--- src/logic/swc_pkg.sv ---
`default_nettype none

package swc_pkg;

    // ---------------------------------------------------------------
    // register addresses
    // ---------------------------------------------------------------
    localparam logic [7:0] ADDR_CTRL_HI   = 8'h80;
    localparam logic [7:0] ADDR_CTRL_LO   = 8'h81;
    localparam logic [7:0] ADDR_START_HI  = 8'h82;
    localparam logic [7:0] ADDR_START_MID = 8'h83;
    localparam logic [7:0] ADDR_START_LO  = 8'h84;
    localparam logic [7:0] ADDR_INCR_HI   = 8'h85;
    localparam logic [7:0] ADDR_INCR_MID  = 8'h86;
    localparam logic [7:0] ADDR_INCR_LO   = 8'h87;
    localparam logic [7:0] ADDR_NUM_HI    = 8'h88;
    localparam logic [7:0] ADDR_NUM_LO    = 8'h89;
    localparam logic [7:0] ADDR_SETTLE_HI = 8'h8A;
    localparam logic [7:0] ADDR_SETTLE_LO = 8'h8B;
    localparam logic [7:0] ADDR_STATUS    = 8'h8F;

    // ---------------------------------------------------------------
    // field positions and reset values
    // ---------------------------------------------------------------
    localparam logic [15:0] CTRL_RESET     = 16'hA000;
    localparam int          CMD_LSB        = 4;
    localparam int          RANGE_LSB      = 1;
    localparam int          GAIN_BIT       = 0;
    localparam int          RESET_BIT      = 4;
    localparam int          STAT_VALID_BIT = 1;
    localparam int          STAT_DONE_BIT  = 2;
    localparam logic [1:0]  MULT_X2        = 2'h1;
    localparam logic [1:0]  MULT_X4        = 2'h3;

    // ---------------------------------------------------------------
    // types
    // ---------------------------------------------------------------
    typedef enum logic [3:0] {
        CMD_NOP     = 4'h0,
        CMD_INIT    = 4'h1,
        CMD_SWEEP   = 4'h2,
        CMD_INCR    = 4'h3,
        CMD_REPEAT  = 4'h4,
        CMD_PDOWN   = 4'hA,
        CMD_STANDBY = 4'hB
    } swc_cmd_e;

    typedef enum logic [4:0] {
        ST_IDLE    = 5'h01,
        ST_EXCITE  = 5'h02,
        ST_SETTLE  = 5'h04,
        ST_CONVERT = 5'h08,
        ST_HOLD    = 5'h10
    } swc_state_e;

    typedef struct packed {
        logic       en;
        logic [7:0] addr;
        logic [7:0] data;
    } swc_reg_wr_s;

    typedef struct packed {
        logic sweep_done;
        logic valid;
    } swc_status_s;

    // settling cycles after the multiplier; reserved code counts as x1
    function automatic logic [10:0] settle_total(input logic [8:0] n, input logic [1:0] m);
        logic [10:0] r;
        r = {2'h0, n};
        if (m == MULT_X2) begin
            r = {1'h0, n, 1'h0};
        end else if (m == MULT_X4) begin
            r = {n, 2'h0};
        end
        return r;
    endfunction

endpackage

`default_nettype wire

--- src/logic/swc_settle_timer.sv ---
`timescale 1ns/1ps
`default_nettype none

module swc_settle_timer (
    input  wire logic        clock,
    input  wire logic        rst,
    input  wire logic        start,
    input  wire logic        abort,
    input  wire logic        cycle_tick,
    input  wire logic [8:0]  cycles,
    input  wire logic [1:0]  mult,
    output logic             done
);
    logic [10:0] remain;
    logic        running;
    wire  logic  last_tick = running && (remain == 11'h000 || (remain == 11'h001 && cycle_tick));

    // ---------------------------------------------------------------
    // counts excitation cycles, pulses done when all have passed
    // ---------------------------------------------------------------
    always_ff @(posedge clock or posedge rst) begin
        if (rst) begin
            remain  <= 11'h000;
            running <= 1'b0;
            done    <= 1'b0;
        end else begin
            done <= 1'b0;
            if (abort) begin
                running <= 1'b0;
            end else if (start) begin
                remain  <= swc_pkg::settle_total(cycles, mult);
                running <= 1'b1;
            end else if (last_tick) begin
                running <= 1'b0;
                done    <= 1'b1;
            end else if (running && cycle_tick) begin
                remain <= remain - 11'h001;
            end
        end
    end

    a_done_needs_run : assert property (@(posedge clock) disable iff (rst)
        done |-> $past(running) && !running) else $error("settle done without a running count");

endmodule // swc_settle_timer

`default_nettype wire

--- src/logic/swc_freq_stepper.sv ---
`timescale 1ns/1ps
`default_nettype none

module swc_freq_stepper #(
    parameter int FREQ_W = 24,
    parameter int IDX_W  = 9
) (
    input  wire logic              clock,
    input  wire logic              rst,
    input  wire logic              load,
    input  wire logic              step,
    input  wire logic [FREQ_W-1:0] start_freq,
    input  wire logic [FREQ_W-1:0] incr_freq,
    output logic      [FREQ_W-1:0] freq,
    output logic      [IDX_W-1:0]  index
);
    // ---------------------------------------------------------------
    // current frequency point and its position in the sweep
    // ---------------------------------------------------------------
    always_ff @(posedge clock or posedge rst) begin
        if (rst) begin
            freq  <= '0;
            index <= '0;
        end else if (load) begin
            freq  <= start_freq;
            index <= '0;
        end else if (step) begin
            freq  <= freq + incr_freq;
            index <= index + IDX_W'(1);
        end
    end

    a_step_adds : assert property (@(posedge clock) disable iff (rst)
        step && !load |=> freq == $past(freq) + $past(incr_freq)) else $error("step did not add increment");

endmodule // swc_freq_stepper

`default_nettype wire

--- src/logic/swc_sweep_control.sv ---
`timescale 1ns/1ps
`default_nettype none

//
// Behaviour
// upper control nibble decodes to seven commands; other codes do nothing
// initialize drives excitation at start frequency until another command
// host waits its own settling time before issuing start-sweep
// start-sweep converts only after the programmed settling cycles
// increment steps to the next point, then settles before converting
// host increments only after reading the previous point's result
// repeat measures the same point again without changing frequency
// comes up in power-down with control register at its default
// power-down grounds both excitation and response pins
// standby powers up but keeps both pins grounded
// reset aborts the sweep and keeps frequency and point registers
// after reset, initialize is needed before sweeping again
// control field selects the excitation voltage range
// control bit selects response gain of one or five
// valid flag clears on sweep, increment, repeat, reset and power-up; a conversion ending in the same cycle as a command sets it instead
// sweep-complete flag sets when every programmed increment is measured
// commands act on upper control byte writes; no-op changes nothing
//
module swc_sweep_control (
    input  wire logic                 clock,
    input  wire logic                 rst,
    input  wire swc_pkg::swc_reg_wr_s reg_wr,
    input  wire logic [7:0]           reg_rd_addr,
    input  wire logic                 cycle_tick,
    input  wire logic                 conv_done,
    output logic [7:0]                reg_rdata,
    output logic [23:0]               excitation_freq,
    output logic                      excitation_enable,
    output logic                      excitation_output_pin_gnd,
    output logic                      response_input_pin_gnd,
    output logic                      analog_power_on,
    output logic                      conv_start,
    output logic [1:0]                output_range,
    output logic                      pga_gain_x1,
    output swc_pkg::swc_status_s      status
);
    // ---------------------------------------------------------------
    // register storage
    // ---------------------------------------------------------------
    logic [7:0]          ctrl_hi;
    logic [7:0]          ctrl_lo;
    logic [23:0]         start_freq;
    logic [23:0]         incr_freq;
    logic [8:0]          num_incr;
    logic [10:0]         settle_cfg;
    logic                powered_down;
    swc_pkg::swc_state_e state;
    swc_pkg::swc_state_e next_state;
    logic [8:0]          point_index;
    logic                settle_done;

    // ---------------------------------------------------------------
    // write decode
    // ---------------------------------------------------------------
    wire logic wr_hi     = reg_wr.en && reg_wr.addr == swc_pkg::ADDR_CTRL_HI;
    wire logic wr_lo     = reg_wr.en && reg_wr.addr == swc_pkg::ADDR_CTRL_LO;
    wire logic [3:0] cmd = reg_wr.data[swc_pkg::CMD_LSB +: 4];
    wire logic active    = state != swc_pkg::ST_IDLE;
    wire logic do_init   = wr_hi && cmd == swc_pkg::CMD_INIT;
    wire logic do_sweep  = wr_hi && cmd == swc_pkg::CMD_SWEEP && active;
    wire logic do_repeat = wr_hi && cmd == swc_pkg::CMD_REPEAT && active;
    wire logic do_incr   = wr_hi && cmd == swc_pkg::CMD_INCR && active && point_index < num_incr;
    wire logic do_pdown  = wr_hi && cmd == swc_pkg::CMD_PDOWN;
    wire logic do_stby   = wr_hi && cmd == swc_pkg::CMD_STANDBY;
    wire logic do_reset  = wr_lo && reg_wr.data[swc_pkg::RESET_BIT];
    wire logic do_settle = do_sweep || do_repeat || do_incr;
    wire logic do_abort  = do_init || do_pdown || do_stby || do_reset;
    wire logic conv_end  = state == swc_pkg::ST_CONVERT && conv_done;
    wire logic last_pt   = point_index >= num_incr;

    // ---------------------------------------------------------------
    // register writes
    // ---------------------------------------------------------------
    always_ff @(posedge clock or posedge rst) begin
        if (rst) begin
            ctrl_hi    <= swc_pkg::CTRL_RESET[15:8];
            ctrl_lo    <= swc_pkg::CTRL_RESET[7:0];
            start_freq <= '0;
            incr_freq  <= '0;
            num_incr   <= '0;
            settle_cfg <= '0;
        end else if (reg_wr.en) begin
            case (reg_wr.addr)
                swc_pkg::ADDR_CTRL_HI:   ctrl_hi <= reg_wr.data;
                swc_pkg::ADDR_CTRL_LO:   ctrl_lo <= reg_wr.data & ~(8'h01 << swc_pkg::RESET_BIT);
                swc_pkg::ADDR_START_HI:  start_freq[23:16] <= reg_wr.data;
                swc_pkg::ADDR_START_MID: start_freq[15:8] <= reg_wr.data;
                swc_pkg::ADDR_START_LO:  start_freq[7:0] <= reg_wr.data;
                swc_pkg::ADDR_INCR_HI:   incr_freq[23:16] <= reg_wr.data;
                swc_pkg::ADDR_INCR_MID:  incr_freq[15:8] <= reg_wr.data;
                swc_pkg::ADDR_INCR_LO:   incr_freq[7:0] <= reg_wr.data;
                swc_pkg::ADDR_NUM_HI:    num_incr[8] <= reg_wr.data[0];
                swc_pkg::ADDR_NUM_LO:    num_incr[7:0] <= reg_wr.data;
                swc_pkg::ADDR_SETTLE_HI: settle_cfg[10:8] <= reg_wr.data[2:0];
                swc_pkg::ADDR_SETTLE_LO: settle_cfg[7:0] <= reg_wr.data;
                default: ;
            endcase
        end
    end

    // ---------------------------------------------------------------
    // read mux
    // ---------------------------------------------------------------
    logic [7:0] rd_mux;
    always_comb begin
        case (reg_rd_addr)
            swc_pkg::ADDR_CTRL_HI:   rd_mux = ctrl_hi;
            swc_pkg::ADDR_CTRL_LO:   rd_mux = ctrl_lo;
            swc_pkg::ADDR_START_HI:  rd_mux = start_freq[23:16];
            swc_pkg::ADDR_START_MID: rd_mux = start_freq[15:8];
            swc_pkg::ADDR_START_LO:  rd_mux = start_freq[7:0];
            swc_pkg::ADDR_INCR_HI:   rd_mux = incr_freq[23:16];
            swc_pkg::ADDR_INCR_MID:  rd_mux = incr_freq[15:8];
            swc_pkg::ADDR_INCR_LO:   rd_mux = incr_freq[7:0];
            swc_pkg::ADDR_NUM_HI:    rd_mux = {7'h00, num_incr[8]};
            swc_pkg::ADDR_NUM_LO:    rd_mux = num_incr[7:0];
            swc_pkg::ADDR_SETTLE_HI: rd_mux = {5'h00, settle_cfg[10:8]};
            swc_pkg::ADDR_SETTLE_LO: rd_mux = settle_cfg[7:0];
            swc_pkg::ADDR_STATUS:    rd_mux = {5'h00, status.sweep_done, status.valid, 1'b0};
            default:                 rd_mux = 8'h00;
        endcase
    end

    // ---------------------------------------------------------------
    // sweep sequencer
    // ---------------------------------------------------------------
    always_comb begin
        next_state = state;
        case (state)
            swc_pkg::ST_IDLE:    next_state = state;
            swc_pkg::ST_EXCITE:  next_state = state;
            swc_pkg::ST_SETTLE:  if (settle_done) begin
                next_state = swc_pkg::ST_CONVERT;
            end
            swc_pkg::ST_CONVERT: if (conv_done) begin
                next_state = swc_pkg::ST_HOLD;
            end
            swc_pkg::ST_HOLD:    next_state = state;
            default:             next_state = swc_pkg::ST_IDLE;
        endcase
        if (do_settle) begin
            next_state = swc_pkg::ST_SETTLE;
        end
        if (do_init) begin
            next_state = swc_pkg::ST_EXCITE;
        end
        if (do_pdown || do_stby || do_reset) begin
            next_state = swc_pkg::ST_IDLE;
        end
    end

    wire logic next_power_down = do_pdown ? 1'b1 : (do_init || do_stby) ? 1'b0 : powered_down;
    wire logic next_valid = conv_end ? 1'b1 : (do_settle || do_reset) ? 1'b0 : status.valid;
    wire logic next_done  = (conv_end && last_pt) ? 1'b1 : do_reset ? 1'b0 : status.sweep_done;

    always_ff @(posedge clock or posedge rst) begin
        if (rst) begin
            state                     <= swc_pkg::ST_IDLE;
            powered_down              <= 1'b1;
            status                    <= '0;
            conv_start                <= 1'b0;
            excitation_enable         <= 1'b0;
            excitation_output_pin_gnd <= 1'b1;
            response_input_pin_gnd    <= 1'b1;
            analog_power_on           <= 1'b0;
            reg_rdata                 <= 8'h00;
        end else begin
            state                     <= next_state;
            powered_down              <= next_power_down;
            status.valid              <= next_valid;
            status.sweep_done         <= next_done;
            conv_start                <= state == swc_pkg::ST_SETTLE && settle_done && !do_abort && !do_settle;
            excitation_enable         <= next_state != swc_pkg::ST_IDLE;
            excitation_output_pin_gnd <= next_state == swc_pkg::ST_IDLE;
            response_input_pin_gnd    <= next_state == swc_pkg::ST_IDLE;
            analog_power_on           <= !next_power_down;
            reg_rdata                 <= rd_mux;
        end
    end

    assign output_range = ctrl_hi[swc_pkg::RANGE_LSB +: 2];
    assign pga_gain_x1  = ctrl_hi[swc_pkg::GAIN_BIT];

    // ---------------------------------------------------------------
    // submodules
    // ---------------------------------------------------------------
    swc_settle_timer swc_settle_timer_i (
        .clock      (clock),
        .rst        (rst),
        .start      (do_settle),
        .abort      (do_abort),
        .cycle_tick (cycle_tick),
        .cycles     (settle_cfg[8:0]),
        .mult       (settle_cfg[10:9]),
        .done       (settle_done)
    );

    swc_freq_stepper #(
        .FREQ_W (24),
        .IDX_W  (9)
    ) swc_freq_stepper_i (
        .clock      (clock),
        .rst        (rst),
        .load       (do_init),
        .step       (do_incr),
        .start_freq (start_freq),
        .incr_freq  (incr_freq),
        .freq       (excitation_freq),
        .index      (point_index)
    );

    // ---------------------------------------------------------------
    // assertions
    // ---------------------------------------------------------------
    a_nop_holds_state : assert property (@(posedge clock) disable iff (rst)
        wr_hi && !reg_wr.data[7] && cmd == swc_pkg::CMD_NOP && state != swc_pkg::ST_SETTLE
            && state != swc_pkg::ST_CONVERT |=> $stable(state) && $stable(excitation_freq))
        else $error("no-op changed sweep state");

    a_init_excites : assert property (@(posedge clock) disable iff (rst)
        do_init |=> state == swc_pkg::ST_EXCITE ##1 excitation_freq == $past(start_freq, 2)
            && excitation_enable && !excitation_output_pin_gnd)
        else $error("initialize did not drive start frequency");

    a_settle_before_conv : assert property (@(posedge clock) disable iff (rst)
        conv_start |-> $past(state) == swc_pkg::ST_SETTLE && $past(settle_done))
        else $error("conversion started before settling");

    a_sweep_needs_init : assert property (@(posedge clock) disable iff (rst)
        wr_hi && cmd == swc_pkg::CMD_SWEEP && state == swc_pkg::ST_IDLE |=> state == swc_pkg::ST_IDLE)
        else $error("sweep started without initialize");

    a_repeat_keeps_freq : assert property (@(posedge clock) disable iff (rst)
        do_repeat |=> $stable(excitation_freq) && state == swc_pkg::ST_SETTLE)
        else $error("repeat changed frequency");

    a_pins_grounded : assert property (@(posedge clock) disable iff (rst)
        state == swc_pkg::ST_IDLE |-> excitation_output_pin_gnd && response_input_pin_gnd)
        else $error("pins not grounded while idle");

    a_reset_keeps_regs : assert property (@(posedge clock) disable iff (rst)
        do_reset && !conv_end |=> $stable(start_freq) && $stable(incr_freq) && $stable(num_incr)
            && state == swc_pkg::ST_IDLE && !status.valid && !status.sweep_done)
        else $error("reset command disturbed sweep registers");

    a_valid_clears : assert property (@(posedge clock) disable iff (rst)
        do_settle && !conv_end |=> !status.valid)
        else $error("valid flag not cleared by command");

    a_done_on_last : assert property (@(posedge clock) disable iff (rst)
        conv_end && last_pt && !do_abort && !do_settle |=> status.sweep_done && status.valid
            && state == swc_pkg::ST_HOLD)
        else $error("sweep complete not set on last point");

    a_pdown_power : assert property (@(posedge clock) disable iff (rst)
        do_pdown |=> powered_down ##1 !analog_power_on)
        else $error("power-down did not remove power");

    a_incr_steps : assert property (@(posedge clock) disable iff (rst)
        do_incr |=> excitation_freq == $past(excitation_freq) + $past(incr_freq) && state == swc_pkg::ST_SETTLE)
        else $error("increment did not step the frequency");

    a_standby_pins : assert property (@(posedge clock) disable iff (rst)
        do_stby |=> analog_power_on && excitation_output_pin_gnd && response_input_pin_gnd)
        else $error("standby did not power up with pins grounded");

    a_init_powers : assert property (@(posedge clock) disable iff (rst)
        do_init |=> analog_power_on && !response_input_pin_gnd)
        else $error("initialize left the analog side off");

    a_valid_from_conv : assert property (@(posedge clock) disable iff (rst)
        $rose(status.valid) |-> $past(conv_end))
        else $error("valid set without a finished conversion");

    a_range_gain : assert property (@(posedge clock) disable iff (rst)
        wr_hi |=> {output_range, pga_gain_x1} == $past(reg_wr.data[2:0]))
        else $error("range or gain field not taken from control write");

    a_done_sticky : assert property (@(posedge clock) disable iff (rst)
        status.sweep_done && !do_reset |=> status.sweep_done)
        else $error("sweep complete dropped without reset");

    c_full_point : cover property (@(posedge clock) disable iff (rst)
        do_sweep ##[1:300] conv_start ##[1:300] status.valid);
    c_last_point : cover property (@(posedge clock) disable iff (rst)
        do_incr ##[1:600] status.sweep_done);
    c_repeat : cover property (@(posedge clock) disable iff (rst)
        status.valid ##1 do_repeat);
    c_reset_abort : cover property (@(posedge clock) disable iff (rst)
        state == swc_pkg::ST_SETTLE && do_reset);
    c_refused_incr : cover property (@(posedge clock) disable iff (rst)
        wr_hi && cmd == swc_pkg::CMD_INCR && active && !do_incr);

endmodule // swc_sweep_control

`default_nettype wire

--- config.mk ---
export PLATFORM = sky130hd
export DESIGN_NAME = swc_sweep_control
export DESIGN_NICKNAME = d
export VERILOG_FILES = /design/src/logic/swc_pkg.sv /design/src/logic/swc_settle_timer.sv /design/src/logic/swc_freq_stepper.sv /design/src/logic/swc_sweep_control.sv
export SDC_FILE = /design/constraint.sdc
export NUM_CORES = 1
export LEC_CHECK = 0
export BUFFER_PORTS_ARGS = -buffer_cell sky130_fd_sc_hd__buf_2
export CAP_MARGIN = 40
export CORE_MARGIN = 2
export CORE_UTILIZATION = 35
export DETAILED_ROUTE_END_ITERATION = 6
export SYNTH_ARGS = -nofsm -noshare
export SYNTH_HDL_FRONTEND = slang
export SYNTH_SLANG_ARGS = --single-unit
--- constraint.sdc ---
create_clock -name clock -period 4.34 [get_ports clock]
set_clock_uncertainty 0.2 [all_clocks]
set_input_delay 0.217 -clock clock [delete_from_list [all_inputs] [get_ports clock]]
set_output_delay 0.217 -clock clock [all_outputs]
set_load 0.1 [all_outputs]
# Yosys cells after proc, flatten, opt, wreduce, memory -nomap -nowiden
# Index checks and enable logic that the tools add are counted.
# totals
register_bits	149
latch_bits	0
ram_bits	0
romBits	0
input_bits	29
out_inout_bits	42
word_cells	157
n_memories	0
# classes
n_addsub	3
n_mul	0
n_div	0
n_lt_le_gt_ge	2
n_eq_ne	43
shifts	0
muxes	28
bitwise	1
n_reduce_logical	54
# op_table
cell	n
$eq A8 B8 Y1 const B	25
$pmux W8 S13	1
$mux W11	5
$mux W24	2
$mux W5	5
$add A24 B24 Y24	1
$reduce_and A2 Y1	12
$logic_and A1 B1 Y1	21
$mux W9	2
$pmux W5 S3	1
$mux W1	12
$eq A11 B1 Y1 const B	1
$logic_not A11 Y1	1
$sub A11 B1 Y11 const B	1
$eq A5 B1 Y1 const B	2
$logic_or A1 B1 Y1	10
$ne A5 B1 Y1 const B	2
$add A9 B1 Y9 const B	1
$ge A9 B9 Y1	1
$lt A9 B9 Y1	1
$eq A4 B2 Y1 const B	2
$eq A4 B4 Y1 const B	2
$reduce_bool A2 Y1	4
$eq A5 B2 Y1 const B	1
other kinds (13)	15

# Longest topological paths before layout
# logic_depth
ltp_word	10
ltp_mapped	11

# Modules after synthesis
# From an unflattened synthesis, not the netlist that was laid out.
# hier_totals
hier_cells	867
area_unflattened_um2	9067.4
# by_module_without_submodules
module	instances	cells_each	area_per_inst_um2	seq_area_each_um2
swc_sweep_control	1	434	5277.6	2583.7
swc_freq_stepper	1	308	2722.6	825.8
swc_settle_timer	1	125	1067.3	325.3

# Least setup slack after synthesis
# Ideal clock, no wire load.
# synth_timing
path_type	flip-flop to flip-flop
startpoint	register swc_freq_stepper_i.freq[0]
endpoint	register swc_freq_stepper_i.freq[20]
arrival_ps	3162
t_required_ps	4057
slack_ps	895
stages_incl_launch_ff	12
path_buffers	0
period_less_slack_ps	3445
cell_sequence	dfrtp_1 > ha_1 > inv_1 > fa_1 > nor2b_1 > o31a_1 > a41oi_1 > o31a_1 > o21ai_0 > a31oi_1 > xor2_1 > o21ai_0
# synth_via
elab_chain_cells	3
# synth_lines
element	line	rtl
start, declared	swc_freq_stepper.sv:14	output logic [FREQ_W-1:0] freq,
start signal, assigned	swc_freq_stepper.sv:25	freq <= start_freq;
start signal, assigned	swc_freq_stepper.sv:28	freq <= freq + incr_freq;
$add A24 B24 Y24	swc_freq_stepper.sv:28	
$mux W24	swc_freq_stepper.sv:27	end else if (step) begin
$mux W24	swc_freq_stepper.sv:24	end else if (load) begin
# Every way passes these cells. The select of a mux whose other input is x is not followed.
# A chain may end at the register's enable or synchronous reset.

# Worst setup path after layout
# layout_timing
startpoint	input reg_rd_addr[6]
endpoint	register reg_rdata[4]
# layout_via
elab_chain_cells	2
word_cells_on_any_way	14
classes_between	eq/ne: 13; mux: 1
# layout_lines
element	line	rtl
start, declared	swc_sweep_control.sv:28	input wire logic [7:0] reg_rd_addr,
$eq A8 B8 Y1	swc_sweep_control.sv:111	case (reg_rd_addr)
$pmux W8 S13 (*)	swc_sweep_control.sv:111	
net rd_mux[4]	swc_sweep_control.sv:109	logic [7:0] rd_mux;
end signal, assigned	swc_sweep_control.sv:182	reg_rdata <= rd_mux;
end, declared	swc_sweep_control.sv:31	output logic [7:0] reg_rdata,
# The timed path passes the listed nets; every way through them passes the cells marked *.

==> metrics.md <==
| Metric | Value |
|---|---|
| Status | finished, final reports clean |
| GRT Resource Usage Total | 18.8% |
| CTS buffer count | 17 |
| ANT cells | 0 |
| Global-route wire length before repair | 37,400 um |
| Max Slew Vio Count | 0 |
| Top Metal Used | met4 |
| Post-synth EDFFs | 0 |
| Core Box Area | 23,600 sq um |
| Vias in the first global route | 6,460 |
| Mapped Cells | 810 |
| Area share of the largest cell type after synthesis | 42.5% |
| Router iterations before antenna repair | 5 |
| Initial core utilization | 35.9% |
| Register area share after synthesis | 44.0% |
| Crit end category | flop |
| Post-synth top area cell | dfrtp_1 |
| # DRC | 0 |
| Post-route cell area | 9860 sq um |
| Final #Nets | 928 |
| Final WL | 23,800 um |
| Crit path DAT | 3420 ps |
| Initial antenna violation count | 1 |
| Setup TNS | 0 ps |
| Final Hold Viols | 0 |
| Synth unique cells | 73 |
| Post-placement cell area | 9150 sq um |
| Ranking of synthesized cells by area | dfrtp_1 42%, mux2_2 12%, ha_1 5.2% |
| Wire length per cell | 19.9 um |
| Clock buffer depth | 2 |
| DR vias/cell | 5.62 |
| WHS | 55.9 ps |
| Pwr per Cell Area | 342 nW/um^2 |
| Root Buffer | clkbuf_16 |
| Core Rows | 56 |
| Share of async-settable or async-resettable flops after synthesis | 100% |
| Fmax | 305 MHz |
| Seq cells post-synth | 149 |
| Crit path max fanout | 9 |
| Clk slew on worst S/H paths | 60 ps |
| ANT nets after route | 0 |
| LEAKAGE | 4.57 nW |
| Largest net degree at the start of global routing | 117 |
| Setup bufs post-CTS | 0 |
| # port buffers | 70 |
| CTS tree | built |
| WL met1 | 11,500 um |
| Ports | 71 |
| Commonest cells in the netlist | 144 x dfrtp_1, 88 x mux2_2, 59 x nand2_1, 49 x nor2_1, 48 x o21ai_0 |
| Dpl hpwl | 17,000 um |
| Worst vdd ir | 248 uV |
| Final worst-path cycle share | 75.6% |
| Total of max-cap violations | 0 |
| DIE HEIGHT | 160 um |
| Avg Inst Size Synth | 10.5 sq um |
| Remaining Overflow, GRT | 0 |
| H-tree levels | 4 |
| FF/Latch Area | 3730 sq um |
| Relative slew slack | 46.8% |
| Drt initial violations | 419 |
| Post-synthesis net count | 875 |
| Clk Latency, worst-skew pair | 420 ps |
| Met3 WL post-DR | 1130 um |
| Sink Count | 149 |
| Die area | 25,500 sq um |
| CP required | 4480 ps |
| RSZ-0062 raised after global routing | false |
| Final min period | 3280 ps |
| Post-CTS Resized | 0 |
| Via count | 6,711 |
| Startpoint class of the critical path | primary input |
| Multi-input logic area | 4470 sq um |
| HP Class | in -> reg |
| Die Wd | 160 um |
| Syn-to-layout area delta | 16.2% |
| Post-layout util | 41.8% |
| Count leader, synth | dfrtp_1 |
| Most used DFF post-synth | dfrtp_1 |
| Netlist Area Pre-Place | 8490 sq um |
| Number of fill cells | 2,281 |
| YS warnings | 0 |
| Setup violators final | 0 |
| Critical setup path kind | in -> reg |
| Worst slew pin tran | 798 ps |
| Layout cells sized above 1 | 25.5% |
| Placer Congestion | 0.867 |
| Met2 Routed Length | 10,700 um |
-- where the power goes --
part | total, mW | internal (mW) | switching [mW] | leakage, nW
logic | 0.221 | 0.0848 | 0.136 | 2.20
registers | 1.47 | 1.43 | 0.0468 | 2.04
clock network | 1.67 | 1.08 | 0.593 | 0.327
-- path summary, 6_finish.rpt --
check                                                  startpoint                                      end  slack (ps)  cells past startpoint
setup / recovery                                   reg_rd_addr[6]                   reg_rdata[4]$_DFF_PP0_        1060                      8
hold / removal                                         reg_wr[10]                  num_incr[8]$_DFFE_PP0P_          60                      4
hold reg to reg                            ctrl_lo[3]$_DFFE_PP0P_                   ctrl_lo[3]$_DFFE_PP0P_         300                      1
min in group asynchronous                                     rst                   reg_rdata[4]$_DFF_PP0_         240                      4
max in group asynchronous                                     rst                settle_cfg[4]$_DFFE_PP0P_        3060                      4
setup reg to reg           swc_freq_stepper_i.freq[0]$_DFFE_PP0P_  swc_freq_stepper_i.freq[20]$_DFFE_PP0P_        1110                     11
-- metrics by stage --
stage	instances	total power, mW	setup slack, ps
after detailed placement	1158	1.72	1100
after CTS	1195	3.39	1080
after global placement	1156	1.71	1080
final	1195	3.37	1060
after floorplan	810	1.63	895
after global routing	1195	3.48	734
-- state kept, by name (all words and copies together), names as in the netlist --
| register | count |
|---|---|
| ctrl_hi | 8 |
| response_input_pin_gnd | 1 |
| swc_settle_timer_i.done | 1 |
| swc_settle_timer_i.remain | 11 |
| swc_freq_stepper_i.index | 9 |
| analog_power_on | 1 |
| powered_down | 1 |
| start_freq | 24 |
| status | 2 |
| num_incr | 9 |
| swc_freq_stepper_i.freq | 24 |
| conv_start | 1 |
| incr_freq | 24 |
| excitation_enable | 1 |
| swc_settle_timer_i.running | 1 |
| reg_rdata | 8 |
| state | 5 |
| ctrl_lo | 7 |
| settle_cfg | 11 |
-- cells in the final DEF, fill, tap and decap left out, types with 6 or more instances in the layout --
| cell type | Yosys | final |
|---|---|---|
| buf_2 | 4 | 70 |
| a221o_1 | 9 | 9 |
| nor2_1 | 49 | 49 |
| nand3_1 | 21 | 21 |
| a222oi_1 | 6 | 6 |
| ha_1 | 35 | 35 |
| nand4_1 | 6 | 6 |
| dfrtp_1 | 144 | 144 |
| nor3_1 | 18 | 18 |
| nand2b_1 | 7 | 7 |
| xnor2_1 | 20 | 20 |
| inv_1 | 25 | 24 |
| a21oi_1 | 35 | 35 |
| a21o_1 | 9 | 9 |
| a22oi_1 | 21 | 21 |
| nor2b_1 | 9 | 9 |
| nor3b_1 | 6 | 6 |
| xor2_1 | 15 | 15 |
| mux2i_1 | 13 | 13 |
| o21ai_0 | 48 | 48 |
| mux2_2 | 88 | 88 |
| nand2_1 | 59 | 59 |
| a211oi_1 | 7 | 7 |
| clkbuf_16 | 0 | 17 |
-- timing repair --
item / 4_1_cts / 5_1_grt
endpoints found under the hold margin: 149 / 0
hold buffers: 5 / 0
endpoints found under the setup margin: 0 / 0
-- worst max-delay path, stage by stage --
cell           delay (ps)
dlygate4sd3_1         540
buf_2                 120
nor4b_1               610
nor2b_1               660
nand2b_1              320
nor3_1                610
a22oi_1               190
nand2_1               160
-- logic make-up (layout without fill, tap and decap cells) --
group / count (synthesis) / after routing / share of synthesized area [%]
and+or+nand+nor: 217 / 217 / 13.3
xor gates and xnor gates: 35 / 35 / 3.61
buffers and inverters: 74 / 140 / 3.47
DFF: 149 / 149 / 44.0
AOI/OAI and AO/OA: 193 / 193 / 15.7
muxes: 106 / 106 / 14.5
adders and majority gates: 36 / 36 / 5.40
-- layout make-up --
class | count | area share [%]
Tap cell | 319 | 4.05
Inverter | 25 | 0.989
Clock buffer | 23 | 4.95
Clock inverter | 9 | 1.76
Timing Repair Buffer | 83 | 5.12
Sequential cell | 149 | 37.9
Multi-Input combinational cell | 587 | 45.3
-- metal layers --
metal,vias up,GRT usage [%]
li1,3119,-
met1,3384,27.3
met2,181,28.7
met3,27,3.71
met4,0,4.92
met5,-,0
Power figures use the tool's default switching activity.
